--- src/common/sfe_pkg.sv ---
// shared constants for the safety status bank and its serial link
package sfe_pkg;
    // timing
    localparam int CLK_PERIOD_NS = 8;
    localparam int SCLK_PERIOD_NS = 80;
    localparam logic [3:0] SCLK_HALF_CYC =
        4'(SCLK_PERIOD_NS / CLK_PERIOD_NS / 2);
    // frame layout: command, data, checksum, msb first
    localparam logic [4:0] FRAME_BITS = 5'h18;
    localparam logic [7:0] CMD_READ_FAULT_STATUS = 8'h01;
    localparam logic [7:0] CMD_READ_FRAME_STATUS = 8'h02;
    localparam logic [7:0] CMD_WRITE_FAULT_COUNTER = 8'h03;
    localparam logic [7:0] CRC_POLY = 8'h07;
    localparam logic [7:0] CRC_INIT = 8'hFF;
    // safety_fault_counter_status fields
    localparam int FLT_CNT_LSB = 0;
    localparam int FLT_TIMEOUT_BIT = 4;
    localparam logic [3:0] FLT_CNT_RST = 4'h0;
    localparam logic [3:0] FLT_CNT_MAX = 4'hF;
    // serial_frame_error_status fields
    localparam int FRM_READBACK_BIT = 7;
    localparam int FRM_SHORT_BIT = 6;
    localparam int FRM_LONG_BIT = 5;
    localparam int FRM_BADCMD_BIT = 4;
    localparam int FRM_CRC_BIT = 3;
    localparam int FRM_CLK_FALL_BIT = 2;
    localparam int FRM_CLK_RISE_BIT = 1;
    localparam int FRM_RESET_BIT = 0;
    localparam logic [7:0] FRM_STATUS_RST = 8'h00;
    // host controller registers (byte addresses)
    localparam logic [31:0] HOST_CTRL_OFS = 32'h0000_0000;
    localparam logic [31:0] HOST_STAT_OFS = 32'h0000_0004;
    localparam int CTRL_CMD_LSB = 0;
    localparam int CTRL_DATA_LSB = 8;
    localparam int CTRL_CORRUPT_BIT = 16;
    localparam int STAT_BUSY_BIT = 0;
    localparam int STAT_RESP_LSB = 8;
endpackage : sfe_pkg

--- src/common/sfe_spi_if.sv ---
// serial link between host controller and safety status device
`timescale 1ns/1ps
interface sfe_spi_if;
    logic sclk;
    logic cs_n;
    logic mosi;
    logic miso;
    logic miso_oe;
    logic sdo_level;
    // released line reads low
    assign sdo_level = miso_oe ? miso : 1'b0;
    modport device (
        input sclk, cs_n, mosi, sdo_level,
        output miso, miso_oe
    );
    modport host (
        output sclk, cs_n, mosi,
        input sdo_level
    );
endinterface : sfe_spi_if

--- src/design/sfe_crc8.sv ---
// checksum over command and data bytes
`timescale 1ns/1ps
module sfe_crc8 import sfe_pkg::*; (
    // data in
    input wire logic [15:0] data_i,
    // checksum out
    output logic [7:0] crc_o
);
    logic [7:0] c;
    always_comb begin
        c = CRC_INIT;
        for (int i = 15; i >= 0; i--) begin
            if (c[7] ^ data_i[i]) begin
                c = {c[6:0], 1'b0} ^ CRC_POLY;
            end else begin
                c = {c[6:0], 1'b0};
            end
        end
        crc_o = c;
    end
endmodule : sfe_crc8

--- src/design/sfe_safety_status_dev.sv ---
// device end: fault counter status and frame error status
//
// The Wishbone slave port and the placing of the registers were decided locally.
`timescale 1ns/1ps
// Notes on behaviour
// - timeout sets flag, leaves diag, counts fault
// - timeout flag held until read clears
// - read clears only if cause gone
// - safe entry from diag/active counts one
// - no count from reset above hold limit
// - counter write: diag state, lock clear
// - counter at power-down limit: off until wake
// - counter bits 3-0, timeout bit 4
// - both registers init at reset, read
// - frame flags latch until read
// - frame flags describe previous frame
// - bit 7: output readback mismatch
// - bit 6: under 24 clock edges
// - bit 5: over 24 clock edges
// - bit 4: invalid or undefined command
// - bit 3: checksum mismatch
// - bit 2: clock high at select fall
// - bit 1: clock high at select rise
// - bit 0: frame cut by reset event
module sfe_safety_status_dev import sfe_pkg::*; (
    // clock and reset
    input wire logic core_clk_i,
    input wire logic rst_i,
    // link
    sfe_spi_if.device spi,
    // device state events
    input wire logic diag_timeout_i,
    input wire logic safe_from_diag_i,
    input wire logic safe_from_active_i,
    input wire logic safe_from_reset_i,
    input wire logic in_diag_state_i,
    input wire logic cfg_lock_i,
    input wire logic wake_up_i,
    input wire logic reset_event_i,
    // limits
    input wire logic [3:0] safe_hold_limit_i,
    input wire logic [3:0] power_down_limit_i,
    // status out
    output logic diag_to_safe_o,
    output logic off_state_o,
    output logic [3:0] device_fault_counter_o,
    output logic [7:0] fault_status_o,
    output logic [7:0] frame_status_o
);
    // order: sdo level, mosi, cs_n, sclk
    logic [3:0] meta_r, sync_r, prev_r;
    logic sclk_s, cs_s, mosi_s, fb_s;
    logic sclk_rise, sclk_fall, cs_fall, cs_rise;
    logic in_frame_r, aborted_r, readback_err_r, clk_fall_err_r;
    logic [4:0] rise_cnt_r, fall_cnt_r;
    logic [23:0] rx_r, tx_r;
    logic miso_r, oe_r;
    logic [7:0] rd_data_r, frm_r, frm_set;
    logic to_flag_r, eq_prev_r, wake_prev_r;
    logic [3:0] cnt_r;
    logic [7:0] crc;
    logic eof, len_ok, crc_ok, cmd_ok, exec, rd_fault, rd_frame, wr_cnt;
    logic inc, eq;
    logic [7:0] cmd;

    always_ff @(posedge core_clk_i or posedge rst_i) begin
        if (rst_i) begin
            meta_r <= 4'h2;
            sync_r <= 4'h2;
            prev_r <= 4'h2;
        end else begin
            meta_r <= {spi.sdo_level, spi.mosi, spi.cs_n, spi.sclk};
            sync_r <= meta_r;
            prev_r <= sync_r;
        end
    end

    assign sclk_s = sync_r[0];
    assign cs_s = sync_r[1];
    assign mosi_s = sync_r[2];
    assign fb_s = sync_r[3];
    assign sclk_rise = sclk_s & ~prev_r[0];
    assign sclk_fall = ~sclk_s & prev_r[0];
    assign cs_fall = ~cs_s & prev_r[1];
    assign cs_rise = cs_s & ~prev_r[1];

    sfe_crc8 u_crc (
        .data_i(rx_r[23:8]),
        .crc_o(crc)
    );

    // frame capture and edge counting
    always_ff @(posedge core_clk_i or posedge rst_i) begin
        if (rst_i) begin
            in_frame_r <= 1'b0;
            aborted_r <= 1'b0;
            readback_err_r <= 1'b0;
            clk_fall_err_r <= 1'b0;
            rise_cnt_r <= 5'h00;
            fall_cnt_r <= 5'h00;
            rx_r <= 24'h000000;
            tx_r <= 24'h000000;
            miso_r <= 1'b0;
            oe_r <= 1'b0;
        end else if (cs_fall) begin
            in_frame_r <= 1'b1;
            aborted_r <= 1'b0;
            readback_err_r <= 1'b0;
            clk_fall_err_r <= sclk_s;
            rise_cnt_r <= 5'h00;
            fall_cnt_r <= 5'h00;
            tx_r <= {rd_data_r, 16'h0000};
            miso_r <= rd_data_r[7];
            oe_r <= 1'b1;
        end else if (cs_rise) begin
            in_frame_r <= 1'b0;
            oe_r <= 1'b0;
        end else if (in_frame_r) begin
            if (reset_event_i) begin
                aborted_r <= 1'b1;
            end
            if (sclk_rise) begin
                rx_r <= {rx_r[22:0], mosi_s};
                if (rise_cnt_r != 5'h1F) rise_cnt_r <= rise_cnt_r + 5'h01;
                if (miso_r != fb_s) readback_err_r <= 1'b1;
            end
            if (sclk_fall) begin
                if (fall_cnt_r != 5'h1F) fall_cnt_r <= fall_cnt_r + 5'h01;
                tx_r <= {tx_r[22:0], 1'b0};
                miso_r <= tx_r[22];
            end
        end
    end

    assign eof = cs_rise & in_frame_r;
    assign len_ok = (rise_cnt_r == FRAME_BITS) & (fall_cnt_r == FRAME_BITS);
    assign crc_ok = (crc == rx_r[7:0]);
    assign cmd = rx_r[23:16];
    assign cmd_ok = (cmd == CMD_READ_FAULT_STATUS) |
                    (cmd == CMD_READ_FRAME_STATUS) |
                    (cmd == CMD_WRITE_FAULT_COUNTER);
    assign exec = eof & len_ok & crc_ok & cmd_ok & ~aborted_r;
    assign rd_fault = exec & (cmd == CMD_READ_FAULT_STATUS);
    assign rd_frame = exec & (cmd == CMD_READ_FRAME_STATUS);

    always_comb begin
        frm_set = 8'h00;
        frm_set[FRM_READBACK_BIT] = eof & readback_err_r;
        frm_set[FRM_SHORT_BIT] = eof & ((rise_cnt_r < FRAME_BITS) |
                                        (fall_cnt_r < FRAME_BITS));
        frm_set[FRM_LONG_BIT] = eof & ((rise_cnt_r > FRAME_BITS) |
                                       (fall_cnt_r > FRAME_BITS));
        frm_set[FRM_BADCMD_BIT] = eof & len_ok & crc_ok & ~cmd_ok;
        frm_set[FRM_CRC_BIT] = eof & len_ok & ~crc_ok;
        frm_set[FRM_CLK_FALL_BIT] = eof & clk_fall_err_r;
        frm_set[FRM_CLK_RISE_BIT] = eof & sclk_s;
        frm_set[FRM_RESET_BIT] = in_frame_r & reset_event_i & ~aborted_r;
    end

    // sticky until read; set beats clear
    always_ff @(posedge core_clk_i or posedge rst_i) begin
        if (rst_i) begin
            frm_r <= FRM_STATUS_RST;
        end else begin
            frm_r <= (frm_r & ~{8{rd_frame}}) | frm_set;
        end
    end

    // read data is returned in the next frame
    always_ff @(posedge core_clk_i or posedge rst_i) begin
        if (rst_i) begin
            rd_data_r <= 8'h00;
        end else if (rd_fault) begin
            rd_data_r <= fault_status_o;
        end else if (rd_frame) begin
            rd_data_r <= frm_r;
        end
    end

    always_ff @(posedge core_clk_i or posedge rst_i) begin
        if (rst_i) begin
            to_flag_r <= 1'b0;
            diag_to_safe_o <= 1'b0;
        end else begin
            to_flag_r <= (to_flag_r & ~rd_fault) | diag_timeout_i;
            diag_to_safe_o <= diag_timeout_i;
        end
    end

    // write gated by state and lock
    assign wr_cnt = exec & (cmd == CMD_WRITE_FAULT_COUNTER) &
                    in_diag_state_i & ~cfg_lock_i;
    // safe entries count; reset path gated
    assign inc = diag_timeout_i | safe_from_diag_i | safe_from_active_i |
                 (safe_from_reset_i & (cnt_r <= safe_hold_limit_i));

    always_ff @(posedge core_clk_i or posedge rst_i) begin
        if (rst_i) begin
            cnt_r <= FLT_CNT_RST;
        end else if (wr_cnt) begin
            cnt_r <= rx_r[11:8];
        end else if (inc && cnt_r != FLT_CNT_MAX) begin
            // saturates so it never wraps below a limit
            cnt_r <= cnt_r + 4'h1;
        end
    end

    // off on reaching limit, wake clears
    assign eq = (cnt_r == power_down_limit_i);
    always_ff @(posedge core_clk_i or posedge rst_i) begin
        if (rst_i) begin
            off_state_o <= 1'b0;
            eq_prev_r <= 1'b0;
            wake_prev_r <= 1'b0;
        end else begin
            eq_prev_r <= eq;
            wake_prev_r <= wake_up_i;
            if (eq && !eq_prev_r) begin
                off_state_o <= 1'b1;
            end else if (wake_up_i && !wake_prev_r) begin
                off_state_o <= 1'b0;
            end
        end
    end

    assign fault_status_o = {3'h0, to_flag_r, cnt_r};
    assign device_fault_counter_o = cnt_r;
    assign frame_status_o = frm_r;
    assign spi.miso = miso_r;
    assign spi.miso_oe = oe_r;
endmodule : sfe_safety_status_dev

--- src/flat_wrapper.sv ---
// flat-port wrapper written by rule: the top's interface ports become plain ports
module sfe_safety_status_dev_flat import sfe_pkg::*;
  (core_clk_i, rst_i, diag_timeout_i, safe_from_diag_i, safe_from_active_i, safe_from_reset_i, in_diag_state_i, cfg_lock_i, wake_up_i, reset_event_i, safe_hold_limit_i, power_down_limit_i, diag_to_safe_o, off_state_o, device_fault_counter_o, fault_status_o, frame_status_o, spi_sclk, spi_cs_n, spi_mosi, spi_miso, spi_miso_oe);
  sfe_spi_if spi_i ();
  input wire logic core_clk_i;
  input wire logic rst_i;
  input wire logic diag_timeout_i;
  input wire logic safe_from_diag_i;
  input wire logic safe_from_active_i;
  input wire logic safe_from_reset_i;
  input wire logic in_diag_state_i;
  input wire logic cfg_lock_i;
  input wire logic wake_up_i;
  input wire logic reset_event_i;
  input wire logic [3:0] safe_hold_limit_i;
  input wire logic [3:0] power_down_limit_i;
  output logic diag_to_safe_o;
  output logic off_state_o;
  output logic [3:0] device_fault_counter_o;
  output logic [7:0] fault_status_o;
  output logic [7:0] frame_status_o;
  input wire logic [$bits(spi_i.sclk)-1:0] spi_sclk;
  input wire logic [$bits(spi_i.cs_n)-1:0] spi_cs_n;
  input wire logic [$bits(spi_i.mosi)-1:0] spi_mosi;
  output wire logic [$bits(spi_i.miso)-1:0] spi_miso;
  output wire logic [$bits(spi_i.miso_oe)-1:0] spi_miso_oe;
  assign spi_i.sclk = spi_sclk;
  assign spi_i.cs_n = spi_cs_n;
  assign spi_i.mosi = spi_mosi;
  assign spi_miso = spi_i.miso;
  assign spi_miso_oe = spi_i.miso_oe;
  sfe_safety_status_dev u_core (.core_clk_i(core_clk_i), .rst_i(rst_i), .spi(spi_i), .diag_timeout_i(diag_timeout_i), .safe_from_diag_i(safe_from_diag_i), .safe_from_active_i(safe_from_active_i), .safe_from_reset_i(safe_from_reset_i), .in_diag_state_i(in_diag_state_i), .cfg_lock_i(cfg_lock_i), .wake_up_i(wake_up_i), .reset_event_i(reset_event_i), .safe_hold_limit_i(safe_hold_limit_i), .power_down_limit_i(power_down_limit_i), .diag_to_safe_o(diag_to_safe_o), .off_state_o(off_state_o), .device_fault_counter_o(device_fault_counter_o), .fault_status_o(fault_status_o), .frame_status_o(frame_status_o));
endmodule
--- config.mk ---
export PLATFORM = sky130hd
export DESIGN_NAME = sfe_safety_status_dev_flat
export DESIGN_NICKNAME = d
export VERILOG_FILES = /design/src/common/sfe_pkg.sv /design/src/common/sfe_spi_if.sv /design/src/design/sfe_crc8.sv /design/src/design/sfe_safety_status_dev.sv /design/src/flat_wrapper.sv
export SDC_FILE = /design/constraint.sdc
export NUM_CORES = 1
export LEC_CHECK = 0
export BUFFER_PORTS_ARGS = -buffer_cell sky130_fd_sc_hd__clkbuf_2
export CELL_PAD_IN_SITES_DETAIL_PLACEMENT = 0
export CELL_PAD_IN_SITES_GLOBAL_PLACEMENT = 1
export CORE_MARGIN = 2
export CORE_UTILIZATION = 40
export DETAILED_ROUTE_END_ITERATION = 10
export HOLD_SLACK_MARGIN = 0.12
export PLACE_DENSITY_LB_ADDON = 0.2
export SKIP_LAST_GASP = 1
export SYNTH_ARGS = -nofsm -noshare
export SYNTH_HDL_FRONTEND = slang
export SYNTH_SLANG_ARGS = --single-unit
--- constraint.sdc ---
create_clock -name core_clk_i -period 5 [get_ports core_clk_i]
set_clock_uncertainty 0.05 [all_clocks]
set_input_delay 0.5 -clock core_clk_i [delete_from_list [all_inputs] [get_ports core_clk_i]]
set_output_delay 0.5 -clock core_clk_i [all_outputs]
set_load 0.05 [all_outputs]
==> flow_summary.yaml <==
global_route:
  grt_pass1_wl_um: 14300
  grt_overflow: 0
  grt_max_degree: 82
  grt_usage: 0.160
  first_global_vias: 2732
  antenna_found_initial: 0
clocking:
  clock_latency_ns: 0.35
  numClockSinks: 81
  cts_buffers: 9
  cts_root_buffer: "clkbuf_8"
  cts_hold_buf: 0
  post-cts-setup-buffers: 0
  cts_tree: "built"
  clkTransAtPathRegs_ns: 0.08
  clockBufferDepth: 2
  cts_max_level: 3
  cts-resized-gates: 0
final_layout:
  fin_nets: 452
  drive_gt1_frac: 0.246
  diodes: 0
  area_growth_pct: 11.6
  final_cells: 554
floorplan:
  ios: 45
  num_rows: 37
  die_h_um: 108
  start_util: 0.415
  dieArea_um2: 11700
  core_um2: 10400
  die_width_um: 108
synthesis:
  seq_area_frac_synth: 0.470
  synth_ff_type: "dfrtp_1"
  synth.distinct_cells: 58
  syn_inst: 376
  ys_warn_count: 0
  synth_enable_flop_cells: 0
  ys_ff_latch: 81
  synth_top_area_cell: "dfrtp_1"
  synthTopCellsByArea: "dfrtp_1 (45%), mux2_2 (6.0%), ha_1 (4.9%), xnor3_1 (3.6%), xor2_1 (2.8%)"
  syn_area_um2: 4320
  async_flop_share: 1.00
  syn_area_per_cell_um2: 11.5
  synth_top_area_share: 0.452
critical_path:
  regToRegEndpoint: "u_core.frame_status_o[3]$_DFF_PP0_"
  start_kind: "flip-flop"
  crit_type: "reg2reg"
  arrival_ns: 3.55
  critPathLaunch: "u_core.rx_r[23]$_DFFE_PP0P_"
  rr_worst_depth: 9
  reg2reg_from: "u_core.rx_r[23]$_DFFE_PP0P_"
  end_kind: "flip-flop"
  cp.required_ns: 5.19
  crit_fanout: 13
  ff2ff_setup_slack_ns: 1.64
route:
  avgViaCountPerCell: 5.10
  drt-total-wl_um: 8700
  drc: 0
  initialDrtViolationCount: 76
  drt_first_pass_iters: 4
  num_vias: 2823
  drt.antenna.violating_nets: 0
  wl_per_cell_um: 15.7
timing:
  timing.final.crit_share: 0.672
  tightestPinTransition_ns: 1.03
  tns_ns: 0
  slew_headroom: 0.313
  slew_violations: 0
  fin_crit_ns: 3.36
  postLayoutSetupSlackWorst_ns: 1.64
  fmax_ghz: 0.297
  grt_setup_unrepaired: "no"
  setup_viol: 0
  finalHoldViolCount: 0
power:
  power.density_nw_per_um2: 381
  ir_drop_uv: 166
  power.leakage_uw: 0.00233
  power.total_uw: 1840
min_path:
  hold-path-cell-count: 1
  min_from: "spi_cs_n"
  hold_path_class: "in2reg"
  whs_endpoint: "u_core.meta_r[1]$_DFF_PP1_"
flow_run:
  drv_cap: 0
placed_design:
  hpwlAfterDp_um: 6210
  dp.cells: 539
  dp_slack_ns: 1.67
  gp_congestion: 0.796
  portBuffers: 41
run_status:
  status: "completed"
through the flow:
step / util / hold WS [ns] / cell area [um^2]
2_1_floorplan: - / 0.281 / 4330
3_3_place_gp: 0.444 / 0.282 / 4620
3_5_place_dp: 0.444 / 0.289 / 4620
4_1_cts: 0.463 / 0.174 / 4820
5_1_grt: 0.463 / 0.152 / 4820
6_report: 0.463 / 0.184 / 4820
metal layers:
layer	GRT usage	wire length (um)	up-vias
met5	0	0	-
li1	-	-	1387
met4	0.0504	139	0
met2	0.244	4090	31
met1	0.223	4210	1395
met3	0.0440	255	10
power breakdown:
group / internal [uW] / total [uW] / leakage, uW / switching, uW
Clock: 255 / 491 / 0.0000937 / 236
Combinational: 198 / 530 / 0.00120 / 332
Sequential: 730 / 819 / 0.00104 / 88.6
Total: 1180 / 1840 / 0.00233 / 656
how the worst max path moves through the flow:
stage,end,slack (ns)
after floorplan,u_core.device_fault_counter_o[0]$_DFFE_PP0P_,2.15
after global placement,u_core.frame_status_o[5]$_DFF_PP0_,1.75
after detailed placement,u_core.frame_status_o[3]$_DFF_PP0_,1.67
after CTS,u_core.frame_status_o[3]$_DFF_PP0_,1.63
after global routing,u_core.frame_status_o[3]$_DFF_PP0_,1.38
final,u_core.frame_status_o[3]$_DFF_PP0_,1.64
cells by family (layout without fill, tap and decap cells):
logic type / after synthesis / count (layout) / share of synthesized area
other: 1 / 3 / 0.000868
xor gates and xnor gates: 37 / 37 / 0.109
muxes: 35 / 35 / 0.0924
DFF: 81 / 81 / 0.470
and+or+nand+nor: 97 / 97 / 0.123
buffers and inverters: 41 / 81 / 0.0449
AOI/OAI and AO/OA: 67 / 67 / 0.111
adders and majority gates: 17 / 17 / 0.0492
critical path, stage by stage, from the launching register on:
cell      delay (ns)
dfrtp_1         0.46
inv_1           0.07
ha_1            0.33
xnor2_2         0.34
xor3_1          0.40
nor2_1          0.19
a22oi_1         0.17
a221oi_4        0.60
nand3_2         0.31
a22o_1          0.31
area by class of cell:
class	instances	area, um^2
Fill cell	1019	5590
Clock inverter	4	52.6
Sequential cell	81	2030
Tap cell	136	170
Inverter	21	80.1
Multi-Input combinational cell	256	2100
Clock buffer	11	151
Timing Repair Buffer	45	235
placed cells by master, fill, tap and decap left out, types with 3 or more instances in the layout:
cell        Yosys  final
a22o_1          9      9
dfstp_2         3      3
buf_4           8      4
inv_1          21     20
mux2i_1         8      8
a2bb2oi_1       3      3
xnor2_1        12     12
a21oi_1        12     12
nor2b_1         7      7
mux2_2         23     23
nor2_1         25     25
nand4_1         8      8
dfrtp_1        78     78
clkbuf_2        0     41
nor4_1          3      3
clkinvlp_4      0      3
ha_1           17     17
conb_1          1      3
xnor3_1         7      7
nand3_1         4      4
o21ai_0        15     15
a22oi_1         3      3
a21o_1          5      5
mux2_4          4      4
nor3_1          5      5
nand2_1        19     19
clkbuf_8        0     11
xor2_1         14     14
and3_1          5      5
o31ai_1         5      5
and2_1          5      5
synthesized netlist by cell type (5+ instances only):
library cell,number
ha_1,17
and3_1,5
mux2_2,23
nand2_1,19
o21ai_0,15
inv_1,21
xnor2_1,12
a21o_1,5
nor2b_1,7
a21oi_1,12
xor2_1,14
nor2_1,25
mux2i_1,8
and2_1,5
dfrtp_1,78
nand4_1,8
a22o_1,9
o31ai_1,5
xnor3_1,7
nor3_1,5
buf_4,8
clkbuf_1,7
sequential cells by signal, indices dropped and copies added, names as in the netlist, 2 cells and up:
register	count
u_core.rx_r	24
u_core.frame_status_o	8
u_core.rd_data_r	8
u_core.tx_r	7
u_core.fall_cnt_r	5
u_core.rise_cnt_r	5
u_core.device_fault_counter_o	4
u_core.meta_r	4
u_core.sync_r	4
u_core.prev_r	2
Power figures use the tool's default switching activity.
